--- src/irq_unit_consts.vh ---
`ifndef IRQ_UNIT_CONSTS_VH
`define IRQ_UNIT_CONSTS_VH

// ----------------------------------------------------------------
// Register indices (byte address is four times the index)
// ----------------------------------------------------------------
`define PRIORITY_ORDER_INDEX     10'h0F9
`define INTERRUPT_REQUEST_INDEX  10'h0FA
`define REQUEST_MASK_INDEX       10'h0FB
`define SOURCE_SELECT_INDEX      10'h0FC
`define ADDR_W                   12

// ----------------------------------------------------------------
// Decoded register selections
// ----------------------------------------------------------------
`define SEL_NONE                 3'h0
`define SEL_PRIORITY             3'h1
`define SEL_REQUEST              3'h2
`define SEL_MASK                 3'h3
`define SEL_SOURCE               3'h4

// ----------------------------------------------------------------
// Field positions
// ----------------------------------------------------------------
`define REQ_EDGE_LINE_TWO        7
`define REQ_EDGE_LINE_ZERO       6
`define MASK_MASTER              7
`define PRIO_GROUP_A_SWAP        5
`define PRIO_GROUP_B_SWAP        2
`define PRIO_GROUP_C_SWAP        1
`define SRC_TX_SELECT            7
`define SRC_BAUD_SELECT          5
`define SRC_RECOVERY_ENABLE      4
`define SRC_ANALOG_MODE          1
`define SRC_RX_ENABLE            0

// ----------------------------------------------------------------
// Request line numbers
// ----------------------------------------------------------------
`define REQ_LINE_ZERO            3'd0
`define REQ_LINE_ONE             3'd1
`define REQ_LINE_TWO             3'd2
`define REQ_LINE_THREE           3'd3
`define REQ_LINE_FOUR            3'd4
`define REQ_LINE_FIVE            3'd5

// ----------------------------------------------------------------
// Reset values and bus answers
// ----------------------------------------------------------------
`define REQUEST_RESET            8'h00
`define MASK_RESET               8'h00
`define PRIORITY_RESET           8'h00
`define SOURCE_RESET             8'h00
`define RESP_OKAY                2'h0
`define RESP_SLVERR              2'h2

`endif

--- src/irq_priority_picker.v ---
`timescale 1ns/100ps
`include "irq_unit_consts.vh"

module irq_priority_picker (
  // Pending requests and ordering
  input  wire [5:0] pending,
  input  wire [7:0] priorityOrder,
  // Winner
  output reg        winValid,
  output reg  [2:0] winLine
);

  // Higher ranked of a pair: {valid, line}
  function [3:0] pickPair;
    input       pendHi;
    input [2:0] lineHi;
    input       pendLo;
    input [2:0] lineLo;
    begin
      if (pendHi)
        pickPair = {1'b1, lineHi};
      else if (pendLo)
        pickPair = {1'b1, lineLo};
      else
        pickPair = 4'h0;
    end
  endfunction

  wire [3:0] grpA;
  wire [3:0] grpB;
  wire [3:0] grpC;
  reg  [3:0] first;
  reg  [3:0] second;
  reg  [3:0] third;

  // Winner within each group
  assign grpA = priorityOrder[`PRIO_GROUP_A_SWAP] ?
    pickPair(pending[3], `REQ_LINE_THREE, pending[5], `REQ_LINE_FIVE) :
    pickPair(pending[5], `REQ_LINE_FIVE, pending[3], `REQ_LINE_THREE);
  assign grpB = priorityOrder[`PRIO_GROUP_B_SWAP] ?
    pickPair(pending[0], `REQ_LINE_ZERO, pending[2], `REQ_LINE_TWO) :
    pickPair(pending[2], `REQ_LINE_TWO, pending[0], `REQ_LINE_ZERO);
  assign grpC = priorityOrder[`PRIO_GROUP_C_SWAP] ?
    pickPair(pending[4], `REQ_LINE_FOUR, pending[1], `REQ_LINE_ONE) :
    pickPair(pending[1], `REQ_LINE_ONE, pending[4], `REQ_LINE_FOUR);

  // Group ordering and final choice
  always @* begin
    case ({priorityOrder[4:3], priorityOrder[0]})
      3'h1: begin first = grpC; second = grpA; third = grpB; end
      3'h2: begin first = grpA; second = grpB; third = grpC; end
      3'h3: begin first = grpA; second = grpC; third = grpB; end
      3'h4: begin first = grpB; second = grpC; third = grpA; end
      3'h5: begin first = grpC; second = grpB; third = grpA; end
      3'h6: begin first = grpB; second = grpA; third = grpC; end
      default: begin first = grpA; second = grpB; third = grpC; end
    endcase
    if (first[3]) begin
      winValid = 1'b1;
      winLine  = first[2:0];
    end else if (second[3]) begin
      winValid = 1'b1;
      winLine  = second[2:0];
    end else begin
      winValid = third[3];
      winLine  = third[2:0];
    end
  end

endmodule // irq_priority_picker

--- src/six_source_vectored_interrupt_unit.v ---
// How it works
// - Six maskable, prioritised request lines to core
// - Line zero from pin or receiver
// - Serial side: transmit, else baud event
// - Line one: pin, or recovery logic
// - Pins, two timers, low-voltage feed lines
// - Mask register enables globally and individually
// - Line n vectors through bytes 2n, 2n+1
// - Line one pin triggers on falling edge
// - Lines two, zero: rising, falling or both
// - Request bits 7:6 choose the edges
// - Analog inputs map to lines two, zero
// - Programmable priority encoder picks one request
// - Grant starts cycle, disables further interrupts
// - Vector pair holds sixteen-bit routine address
// - Flags latch even while masked, pollable
// - Service clears flag; software sets or clears
// - Priority bits order groups and pairs
// - Master enable bit resets to zero
// - Request writes ignored until enable executed
`timescale 1ns/100ps
`include "irq_unit_consts.vh"

module six_source_vectored_interrupt_unit (
  // Clock and reset
  input  wire        clk,
  input  wire        reset_n,
  // AXI4-Lite write address
  input  wire [11:0] s_axi_awaddr,
  input  wire        s_axi_awvalid,
  output wire        s_axi_awready,
  // AXI4-Lite write data
  input  wire [31:0] s_axi_wdata,
  input  wire [3:0]  s_axi_wstrb,
  input  wire        s_axi_wvalid,
  output wire        s_axi_wready,
  // AXI4-Lite write response
  output reg  [1:0]  s_axi_bresp,
  output reg         s_axi_bvalid,
  input  wire        s_axi_bready,
  // AXI4-Lite read address
  input  wire [11:0] s_axi_araddr,
  input  wire        s_axi_arvalid,
  output wire        s_axi_arready,
  // AXI4-Lite read data
  output reg  [31:0] s_axi_rdata,
  output reg  [1:0]  s_axi_rresp,
  output reg         s_axi_rvalid,
  input  wire        s_axi_rready,
  // Port 3 pins
  input  wire        port3LineOnePin,
  input  wire        port3LineTwoPin,
  input  wire        port3LineThreePin,
  // Internal event pulses
  input  wire        rxEvent,
  input  wire        txEvent,
  input  wire        baudEvent,
  input  wire        recoveryEvent,
  input  wire        timer16Event,
  input  wire        timer8Event,
  input  wire        lowVoltageEvent,
  input  wire        analogInputOneEvent,
  input  wire        analogInputTwoEvent,
  // Processor core
  input  wire        enableInterruptsInstruction,
  input  wire        intAck,
  output wire        intRequest,
  output reg  [2:0]  grantLine,
  output reg  [7:0]  vectorLowAddr,
  output reg  [7:0]  vectorHighAddr
);

  localparam IDLE    = 1'b0;
  localparam GRANTED = 1'b1;

  // Register address decode
  function [2:0] decodeSel;
    input [11:0] addr;
    begin
      case (addr[11:2])
        `PRIORITY_ORDER_INDEX:    decodeSel = `SEL_PRIORITY;
        `INTERRUPT_REQUEST_INDEX: decodeSel = `SEL_REQUEST;
        `REQUEST_MASK_INDEX:      decodeSel = `SEL_MASK;
        `SOURCE_SELECT_INDEX:     decodeSel = `SEL_SOURCE;
        default:                  decodeSel = `SEL_NONE;
      endcase
    end
  endfunction

  reg  [7:0]  priorityOrder_reg;
  reg  [7:0]  interruptRequest_reg;
  reg  [7:0]  interruptRequest_next;
  reg  [7:0]  requestMask_reg;
  reg  [7:0]  requestMask_next;
  reg  [7:0]  sourceSelect_reg;
  reg         unlocked_reg;
  reg         state_reg;
  reg  [2:0]  pinSync1_reg;
  reg  [2:0]  pinSync2_reg;
  reg  [2:0]  pinLast_reg;
  reg  [5:0]  hwSet_reg;
  reg  [5:0]  hwSet_next;
  reg         awHeld_reg;
  reg  [11:0] awAddr_reg;
  reg         wHeld_reg;
  reg  [7:0]  wData_reg;
  reg         wLane_reg;
  wire        doWrite;
  wire [2:0]  writeSel;
  wire        laneWrite;
  wire [2:0]  pinRise;
  wire [2:0]  pinFall;
  wire        edgeTwoRise;
  wire        edgeZeroRise;
  wire        edgeZeroFall;
  wire        edgeTwoFall;
  wire [5:0]  pending;
  wire        winValid;
  wire [2:0]  winLine;
  wire        serviceDone;
  reg  [31:0] readData;

  // ----------------------------------------------------------------
  // AXI4-Lite write channels
  // ----------------------------------------------------------------

  // Address and data may arrive in either order
  assign s_axi_awready = !awHeld_reg && !s_axi_bvalid;
  assign s_axi_wready  = !wHeld_reg && !s_axi_bvalid;
  assign doWrite       = awHeld_reg && wHeld_reg && !s_axi_bvalid;
  assign writeSel      = decodeSel(awAddr_reg);
  assign laneWrite     = doWrite && wLane_reg;

  // Capture address, data and answer
  always @(posedge clk or negedge reset_n) begin
    if (!reset_n) begin
      awHeld_reg   <= 1'b0;
      awAddr_reg   <= 12'h000;
      wHeld_reg    <= 1'b0;
      wData_reg    <= 8'h00;
      wLane_reg    <= 1'b0;
      s_axi_bvalid <= 1'b0;
      s_axi_bresp  <= `RESP_OKAY;
    end else begin
      if (s_axi_awvalid && s_axi_awready) begin
        awHeld_reg <= 1'b1;
        awAddr_reg <= s_axi_awaddr;
      end
      if (s_axi_wvalid && s_axi_wready) begin
        wHeld_reg <= 1'b1;
        wData_reg <= s_axi_wdata[7:0];
        wLane_reg <= s_axi_wstrb[0];
      end
      if (doWrite) begin
        awHeld_reg   <= 1'b0;
        wHeld_reg    <= 1'b0;
        s_axi_bvalid <= 1'b1;
        s_axi_bresp  <= (writeSel == `SEL_NONE) ? `RESP_SLVERR
                                                : `RESP_OKAY;
      end else if (s_axi_bvalid && s_axi_bready) begin
        s_axi_bvalid <= 1'b0;
      end
    end
  end

  // ----------------------------------------------------------------
  // AXI4-Lite read channels
  // ----------------------------------------------------------------

  assign s_axi_arready = !s_axi_rvalid;

  // Read mux; priority register is write-only
  always @* begin
    case (decodeSel(s_axi_araddr))
      `SEL_REQUEST: readData = {24'h000000, interruptRequest_reg};
      `SEL_MASK:    readData = {24'h000000, requestMask_reg[7],
                                1'b0, requestMask_reg[5:0]};
      `SEL_SOURCE:  readData = {24'h000000, sourceSelect_reg};
      default:      readData = 32'h00000000;
    endcase
  end

  // Registered read answer
  always @(posedge clk or negedge reset_n) begin
    if (!reset_n) begin
      s_axi_rvalid <= 1'b0;
      s_axi_rdata  <= 32'h00000000;
      s_axi_rresp  <= `RESP_OKAY;
    end else if (s_axi_arvalid && s_axi_arready) begin
      s_axi_rvalid <= 1'b1;
      s_axi_rdata  <= readData;
      s_axi_rresp  <= (decodeSel(s_axi_araddr) == `SEL_NONE) ?
                      `RESP_SLVERR : `RESP_OKAY;
    end else if (s_axi_rvalid && s_axi_rready) begin
      s_axi_rvalid <= 1'b0;
    end
  end

  // ----------------------------------------------------------------
  // Pin synchronisers and edge detection
  // ----------------------------------------------------------------

  // Two flops, then a third for edge history
  always @(posedge clk or negedge reset_n) begin
    if (!reset_n) begin
      pinSync1_reg <= 3'h0;
      pinSync2_reg <= 3'h0;
      pinLast_reg  <= 3'h0;
    end else begin
      pinSync1_reg <= {port3LineThreePin, port3LineTwoPin,
                       port3LineOnePin};
      pinSync2_reg <= pinSync1_reg;
      pinLast_reg  <= pinSync2_reg;
    end
  end

  assign pinRise = pinSync2_reg & ~pinLast_reg;
  assign pinFall = ~pinSync2_reg & pinLast_reg;

  // Edge choice for line two (pin one) and line zero (pin two)
  assign edgeTwoRise  = interruptRequest_reg[`REQ_EDGE_LINE_TWO];
  assign edgeTwoFall  = !interruptRequest_reg[`REQ_EDGE_LINE_TWO] ||
                        interruptRequest_reg[`REQ_EDGE_LINE_ZERO];
  assign edgeZeroRise = interruptRequest_reg[`REQ_EDGE_LINE_ZERO];
  assign edgeZeroFall = !interruptRequest_reg[`REQ_EDGE_LINE_ZERO] ||
                        interruptRequest_reg[`REQ_EDGE_LINE_TWO];

  // ----------------------------------------------------------------
  // Source routing
  // ----------------------------------------------------------------

  // Hardware set events for each line
  always @* begin
    hwSet_next = 6'h00;
    if (sourceSelect_reg[`SRC_RX_ENABLE])
      hwSet_next[0] = rxEvent;
    else
      hwSet_next[0] = (edgeZeroRise && pinRise[1]) ||
                      (edgeZeroFall && pinFall[1]);
    hwSet_next[0] = hwSet_next[0] || analogInputTwoEvent;
    if (sourceSelect_reg[`SRC_TX_SELECT])
      hwSet_next[1] = txEvent;
    else if (sourceSelect_reg[`SRC_BAUD_SELECT])
      hwSet_next[1] = baudEvent;
    else if (sourceSelect_reg[`SRC_ANALOG_MODE] ||
             sourceSelect_reg[`SRC_RECOVERY_ENABLE])
      hwSet_next[1] = recoveryEvent;
    else
      hwSet_next[1] = pinFall[2];
    hwSet_next[2] = (edgeTwoRise && pinRise[0]) ||
                    (edgeTwoFall && pinFall[0]) ||
                    analogInputOneEvent;
    hwSet_next[3] = timer16Event;
    hwSet_next[4] = timer8Event;
    hwSet_next[5] = lowVoltageEvent;
  end

  // Detected events land in flags two cycles later
  always @(posedge clk or negedge reset_n) begin
    if (!reset_n)
      hwSet_reg <= 6'h00;
    else
      hwSet_reg <= hwSet_next;
  end

  // ----------------------------------------------------------------
  // Request, mask, priority and source registers
  // ----------------------------------------------------------------

  assign serviceDone = (state_reg == GRANTED) && intAck;

  // Request flags: write, service clear, hardware set wins
  always @* begin
    interruptRequest_next = interruptRequest_reg;
    if (laneWrite && writeSel == `SEL_REQUEST && unlocked_reg)
      interruptRequest_next = wData_reg;
    if (serviceDone)
      interruptRequest_next[grantLine] = 1'b0;
    interruptRequest_next[5:0] = interruptRequest_next[5:0] |
                                 hwSet_reg;
  end

  // Master enable: enable instruction sets, acknowledge clears
  always @* begin
    requestMask_next = requestMask_reg;
    if (laneWrite && writeSel == `SEL_MASK)
      requestMask_next = {wData_reg[7], 1'b0, wData_reg[5:0]};
    if (enableInterruptsInstruction)
      requestMask_next[`MASK_MASTER] = 1'b1;
    if (serviceDone)
      requestMask_next[`MASK_MASTER] = 1'b0;
  end

  // Register storage
  always @(posedge clk or negedge reset_n) begin
    if (!reset_n) begin
      interruptRequest_reg <= `REQUEST_RESET;
      requestMask_reg      <= `MASK_RESET;
      priorityOrder_reg    <= `PRIORITY_RESET;
      sourceSelect_reg     <= `SOURCE_RESET;
      unlocked_reg         <= 1'b0;
    end else begin
      interruptRequest_reg <= interruptRequest_next;
      requestMask_reg      <= requestMask_next;
      if (laneWrite && writeSel == `SEL_PRIORITY)
        priorityOrder_reg <= {2'b00, wData_reg[5:0]};
      if (laneWrite && writeSel == `SEL_SOURCE)
        sourceSelect_reg <= wData_reg;
      if (enableInterruptsInstruction)
        unlocked_reg <= 1'b1;
    end
  end

  // ----------------------------------------------------------------
  // Arbitration and interrupt machine cycle
  // ----------------------------------------------------------------

  // Enabled requests compete only with master enable set
  assign pending = interruptRequest_reg[5:0] & requestMask_reg[5:0] &
                   {6{requestMask_reg[`MASK_MASTER]}};

  irq_priority_picker picker (
    .pending       (pending),
    .priorityOrder (priorityOrder_reg),
    .winValid      (winValid),
    .winLine       (winLine)
  );

  assign intRequest = (state_reg == GRANTED);

  // Grant latches line and vector byte pair
  always @(posedge clk or negedge reset_n) begin
    if (!reset_n) begin
      state_reg      <= IDLE;
      grantLine      <= 3'h0;
      vectorLowAddr  <= 8'h00;
      vectorHighAddr <= 8'h00;
    end else begin
      case (state_reg)
        IDLE: begin
          if (winValid) begin
            state_reg      <= GRANTED;
            grantLine      <= winLine;
            vectorLowAddr  <= {4'h0, winLine, 1'b0};
            vectorHighAddr <= {4'h0, winLine, 1'b1};
          end
        end
        GRANTED: begin
          if (intAck)
            state_reg <= IDLE;
        end
        default: state_reg <= IDLE;
      endcase
    end
  end

endmodule // six_source_vectored_interrupt_unit
--- config.mk ---
export PLATFORM = sky130hd
export DESIGN_NAME = six_source_vectored_interrupt_unit
export DESIGN_NICKNAME = d
export VERILOG_FILES = /design/src/irq_priority_picker.v /design/src/six_source_vectored_interrupt_unit.v
export VERILOG_INCLUDE_DIRS = /design/src /design/src/src
export SDC_FILE = /design/constraint.sdc
export NUM_CORES = 1
export LEC_CHECK = 0
export ABC_AREA = 1
export BUFFER_PORTS_ARGS = -buffer_cell sky130_fd_sc_hd__buf_2
export CAP_MARGIN = 10
export CORE_MARGIN = 2
export CORE_UTILIZATION = 23
export CTS_BUF_LIST = sky130_fd_sc_hd__clkbuf_16
export DETAILED_ROUTE_END_ITERATION = 8
export HOLD_SLACK_MARGIN = 0.03
export PLACE_DENSITY = 0.48
export SETUP_SLACK_MARGIN = 0.3
export SLEW_MARGIN = 20
export SYNTH_ARGS = -nofsm -noshare
export SYNTH_HDL_FRONTEND = slang
export SYNTH_HIERARCHICAL = 1
export SYNTH_SLANG_ARGS = --single-unit
export TNS_END_PERCENT = 50
--- constraint.sdc ---
create_clock -name clk -period 2.25 [get_ports clk]
set_input_delay 0.5625 -clock clk [delete_from_list [all_inputs] [get_ports clk]]
set_output_delay 0.5625 -clock clk [all_outputs]
set_load 0.1 [all_outputs]
==> flow_summary.ini, run 1 <==
[timing]
finalSetupTns_ns = 0
tightest_slew_ns = 0.513
fin_crit_sh_pct = 84.6
slew_headroom_pct = 65.7
skew_ns = 0.00899
setup_viol = 0
hold_viol = 0
drv_slew = 0
rsz0062_at_grt = yes
fin_crit_ns = 1.90
max_freq_mhz = 525

[clock_tree]
cts_hold_buf = 0
h-tree-depth = 3
cts_buffers = 9
cts-root-buf = clkbuf_16
insertion_delay_ns = 0.34
clkSinkCount = 83
cts_setup_buffers = 0
clockBufferDepth = 2
cts_tree = done
clk_pin_slew_ns = 0.06

[detailed_routing]
dr.pass1.iters = 4
drc_errors = 0
routed_wl_microns = 10600
vias = 3505
wl_per_cell_microns = 12.2
wl_met1_microns = 5100
vias_per_cell = 4.03
drtIter0Drc = 121
highest_layer = met4
wl_met2_microns = 4680
postRouteAntennaNets = 0
dr_wl_met3_microns = 685

[power]
p_comb_share_pct = 39.5
p_per_area_mw_per_mm2 = 1040
finalPower_w = 0.00548
power_switching_w = 0.00255
p_leak_nw = 2.66
p_sw_share_pct = 46.4
pwr-share-seq_pct = 36.4
vdd_drop_max_uv = 963
p_clk_share_pct = 24.0
p_int_w = 0.00294

[yosys]
ys.flop_type = dfrtp_1
syn_inst = 528
ys_seq_elements = 83
synth.cell_area_sq_mm = 0.00445
ys_types = 42
yosysWarningCount = 6
synth-edff-count = 0
syn_avg_cell_area_sq_um = 8.42
seq_area_frac_synth_pct = 46.7
async_flop_share_pct = 100

[global_routing]
grt.total_usage_pct = 11.1
grt_pass1_vias = 3397
antenna_found_initial = 0
grt_max_degree = 48
gr-total-overflow = 0
grt_pass1_wl_microns = 17500

[final_layout]
final_common_cell = nand2_1
area_growth_pct = 18.5
antenna_cells = 0
final_cell_mix = 145 x nand2_1, 81 x dfrtp_1, 72 x buf_2
nets = 686
largest_reg_flops = 10
drive_gt1_share_pct = 27.2

[worst_setup_path]
slowest_delay_ns = 0.51
worst_setup_path_start_kind = flop
cp.required_ns = 1.69
crit_arrival_ns = 1.34
worstSetupEndpointType = primary output
crit_family = flip-flops
timing_worst_setup_path_type = flop to primary output
reg2reg_depth = 9
slowest_stage = dfrtp_1
critPathMaxFanout = 8
worstPathCellList = buf_2
path_buf_inv = 1
crit_cells = 1

[floorplan]
die_area_sq_mm = 0.0205
num_rows = 50
initial_utilization_pct = 23.6
io_pins = 142
die_w_microns = 143
die_y_microns = 143
fp.coreArea_sq_mm = 0.0188

[run_status]
status = finished, final reports clean

[placement]
dp_hpwl_microns = 8250
place.gp.congestion = 0.783
numPortBuffers = 75

[flow_run]
maxCapViolations = 0

[min_path]
hold_class = input port to asynchronous set/reset pin
==> worst paths after layout <==
kind	start	endpoint	slack [ns]
setup / recovery	grantLine[0]$_DFFE_PN0P_	grantLine[0]	0.35
hold / removal	reset_n	s_axi_bresp[1]$_DFFE_PN0P_	0.08
setup reg to reg	requestMask_reg[7]$_DFFE_PN0P_	grantLine[2]$_DFFE_PN0P_	0.37
hold reg to reg	pinSync1_reg[2]$_DFF_PN0_	pinSync2_reg[2]$_DFF_PN0_	0.35
max in group asynchronous	reset_n	s_axi_rvalid$_DFFE_PN0P_	1.59
min in group clk	port3LineTwoPin	pinSync1_reg[1]$_DFF_PN0_	0.33
==> repair_timing <==
action,in CTS,in global routing
gates resized for setup,1,3
setup endpoints to repair,1,8
gates cloned,0,0
==> Yosys cell counts, drive strengths merged (2+ instances only) <==
cell type    n  area share [%]
a21oi       19             2.1
nor3         4            0.68
dfrtp       83              47
a22oi        2            0.34
nand2      155              14
or2          2            0.34
nand3       29             3.8
buf         49             8.2
nor2        46             5.2
a31oi        2            0.28
mux2         8             2.1
o21ai       42             6.3
a211oi       2            0.34
nand4       20             3.6
inv         55             4.7
clkinv       2            0.20
==> cells by family after synthesis <==
group,count (synthesis),share of synthesized area (%)
compound gates,71,10.2
flops,83,46.7
other cells,1,0.0843
mux,8,2.11
buf+inv,107,13.2
simple gates,258,27.7
==> metal layers <==
layer | vias up | GRT usage, %
li1 | 1785 | -
met1 | 1604 | 14.8
met2 | 104 | 17.0
met3 | 12 | 3.72
met4 | 0 | 3.23
met5 | - | 0
==> power groups by stage <==
stage               sequential (W)  clock (W)  combinational, W
floorplan                  0.00236          0           0.00148
global placement           0.00202          0           0.00217
detailed placement         0.00203          0           0.00218
CTS                        0.00200    0.00137           0.00219
global route               0.00204    0.00143           0.00234
finish                     0.00200    0.00132           0.00217
==> layout make-up <==
| class | count | area [sq um] |
|---|---|---|
| repair buffers | 82 | 448 |
| fillers | 2047 | 13600 |
| flip-flops and latches | 83 | 2080 |
| inverters | 57 | 221 |
| clock inverters | 7 | 36.3 |
| multi-input cells | 372 | 1930 |
| clock buffers | 9 | 225 |
| well taps | 260 | 325 |
==> through the flow <==
stage | hold slack (ns) | setup slack, ns | instances | utilization [%] | cell area [sq um]
6_report | 0.0834 | 0.346 | 870 | 28.0 | 5270
5_1_grt | 0.0855 | 0.259 | 870 | 28.0 | 5270
4_1_cts | 0.0771 | 0.301 | 870 | 28.0 | 5270
3_5_place_dp | 0.336 | 0.321 | 854 | 26.6 | 5000
3_3_place_gp | 0.334 | 0.345 | 854 | 26.6 | 5000
2_1_floorplan | 0.267 | 0.254 | 562 | - | 4610
(Power assumes the default switching activity.)
==> inputs of run 2 (changes only) <==
--- a/config.mk
+++ b/config.mk
@@ -14,7 +14,7 @@
 export CTS_BUF_LIST = sky130_fd_sc_hd__clkbuf_16
 export DETAILED_ROUTE_END_ITERATION = 8
 export HOLD_SLACK_MARGIN = 0.03
-export PLACE_DENSITY = 0.48
+export PLACE_DENSITY = 0.5
 export SETUP_SLACK_MARGIN = 0.3
 export SLEW_MARGIN = 20
 export SYNTH_ARGS = -nofsm -noshare
==> constraint.sdc (replaced) <==
create_clock -name clk -period 1.7 [get_ports clk]
set_input_delay 0.425 -clock clk [delete_from_list [all_inputs] [get_ports clk]]
set_output_delay 0.425 -clock clk [all_outputs]
set_load 0.1 [all_outputs]
==> flow_summary.ini, run 2 (synthesis results as in run 1) <==
[run_status]
status = finished, violations left
failed_checks = setup timing

[floorplan]
die_area_sq_mm = 0.0205
io_pins = 142
die_y_microns = 143
die_w_microns = 143
num_rows = 50
initial_utilization_pct = 23.6
fp.coreArea_sq_mm = 0.0188

[placement]
place.gp.congestion = 0.769
numPortBuffers = 75
dp_hpwl_microns = 8590
post_dp_cell_area_sq_mm = 0.00532

[global_routing]
grt_pass1_wl_microns = 18200
antenna_found_initial = 1
grt_max_degree = 30
gr-total-overflow = 0
grt.total_usage_pct = 11.5
grt_pass1_vias = 3508

[detailed_routing]
routed_wl_microns = 11700
drtIter0Drc = 189
wl_per_cell_microns = 12.7
drc_errors = 0
vias = 3824
vias_per_cell = 4.15
postRouteAntennaNets = 0
dr.pass1.iters = 4

[final_layout]
largest_reg_flops = 10
antenna_cells = 0
area_growth_pct = 47.1
nets = 737
final_cell_mix = 112 x nand2_1, 76 x dfrtp_1, 48 x buf_2
finalInstanceArea_sq_mm = 0.00654
final_common_cell = nand2_1
num-fill-cells = 1944
finalCoreUtilization_pct = 34.8
drive_gt1_share_pct = 44.5

[worst_setup_path]
slowest_delay_ns = 0.49
critPathMaxFanout = 3
cp.required_ns = 1.27
worstSetupEndpointType = primary output
timing_worst_setup_path_type = flop to primary output
worst_setup_path_start_kind = flop
reg2reg_depth = 9
crit_arrival_ns = 1.30
rr_startpoint = requestMask_reg[7]$_DFFE_PN0P_
r2r-end = grantLine[2]$_DFFE_PN0P_
rrSetupSlack_ns = 0.04
crit_start = s_axi_bvalid$_DFFE_PN0P_
worstPathCellList = buf_6 > nor2_4 > buf_12
slowest_stage = dfrtp_4

[power]
vdd_drop_max_uv = 1310
p_comb_share_pct = 46.4
p_leak_nw = 3.08
power_switching_w = 0.00375
finalPower_w = 0.00860
p_per_area_mw_per_mm2 = 1310
p_clk_share_pct = 22.3
p_int_w = 0.00485
pwr-share-seq_pct = 31.3
p_sw_share_pct = 43.6

[clock_tree]
insertion_delay_ns = 0.35
h-tree-depth = 3
clockBufferDepth = 2
cts_tree = done
cts-root-buf = clkbuf_16
cts_buffers = 9
clk_pin_slew_ns = 0.06
clkSinkCount = 83

[timing]
drv_slew = 0
rsz0062_at_grt = yes
max_freq_mhz = 581
fin_crit_sh_pct = 101
whs_ns = 0.184
fin_crit_ns = 1.72
hold_viol = 0
skew_ns = 0.00805
setup_viol = 1
finalSetupTns_ns = -0.0226
setup_ws_ns = -0.0226

[min_path]
whs_endpoint = pinSync1_reg[1]$_DFF_PN0_
holdPathStages = 1
hold_path_startpoint = port3LineTwoPin
hold_class = input port to flop

[flow_run]
maxCapViolations = 0
## run 2: worst max-delay path by stage
stage                                       endpoint  slack [ns]  cells after the start
after floorplan           awAddr_reg[11]$_DFFE_PN0P_       -0.22                      4
after global placement      grantLine[2]$_DFFE_PN0P_       0.004                      9
after detailed placement    grantLine[2]$_DFFE_PN0P_       -0.02                      9
after CTS                               s_axi_wready       -0.04                      3
after global routing        grantLine[2]$_DFFE_PN0P_       -0.07                     10
final                                   s_axi_wready       -0.02                      3
## run 2: final cells by class
cell class | count | area [sq um] | share of cell area (%)
Sequential cell | 83 | 2100 | 32.0
Clock inverter | 7 | 60.1 | 0.918
Clock buffer | 9 | 225 | 3.44
Multi-Input combinational cell | 373 | 2300 | 35.1
Tap cell | 260 | 325 | 4.97
Timing Repair Buffer | 132 | 1310 | 20.0
Inverter | 57 | 229 | 3.50
## run 2: layer usage
metal  global-route usage (%)  up-vias  wire (microns)
li1                         -     1899               -
met1                     15.3     1785            5430
met2                     17.6      121            5290
met3                     4.09       17             823
met4                     3.07        2             158
met5                        0        -               7
## run 2: power groups by stage
stage	Sequential (W)	Clock [W]	Combinational (W)
global route	0.00275	0.00205	0.00425
CTS	0.00268	0.00198	0.00365
floorplan	0.00314	0	0.00209
detailed placement	0.00267	0	0.00316
global placement	0.00266	0	0.00315
finish	0.00270	0.00191	0.00399
## run 2: metrics by stage
stage                     setup WS (ns)  std cells
after floorplan                  -0.220        562
after global placement          0.00422        878
after detailed placement        -0.0161        878
after CTS                       -0.0406        905
after global routing            -0.0694        921
final                           -0.0226        921
## run 2: worst max-delay path: cells and delay by family, from the launching register on
family,cells,cell delay [ns]
and+or+nand+nor,1,0.13
buffers and inverters,2,0.32
DFF,1,0.49
## run 2: timing repair
action / 4_1_cts / 5_1_grt
gates cloned: 0 / 3
hold buffers: 1 / 0
endpoints found under the setup margin: 53 / 76
resized for setup: 104 / 86
pin swaps: 21 / 39
setup buffers: 10 / 13
endpoints found under the hold margin: 26 / 0
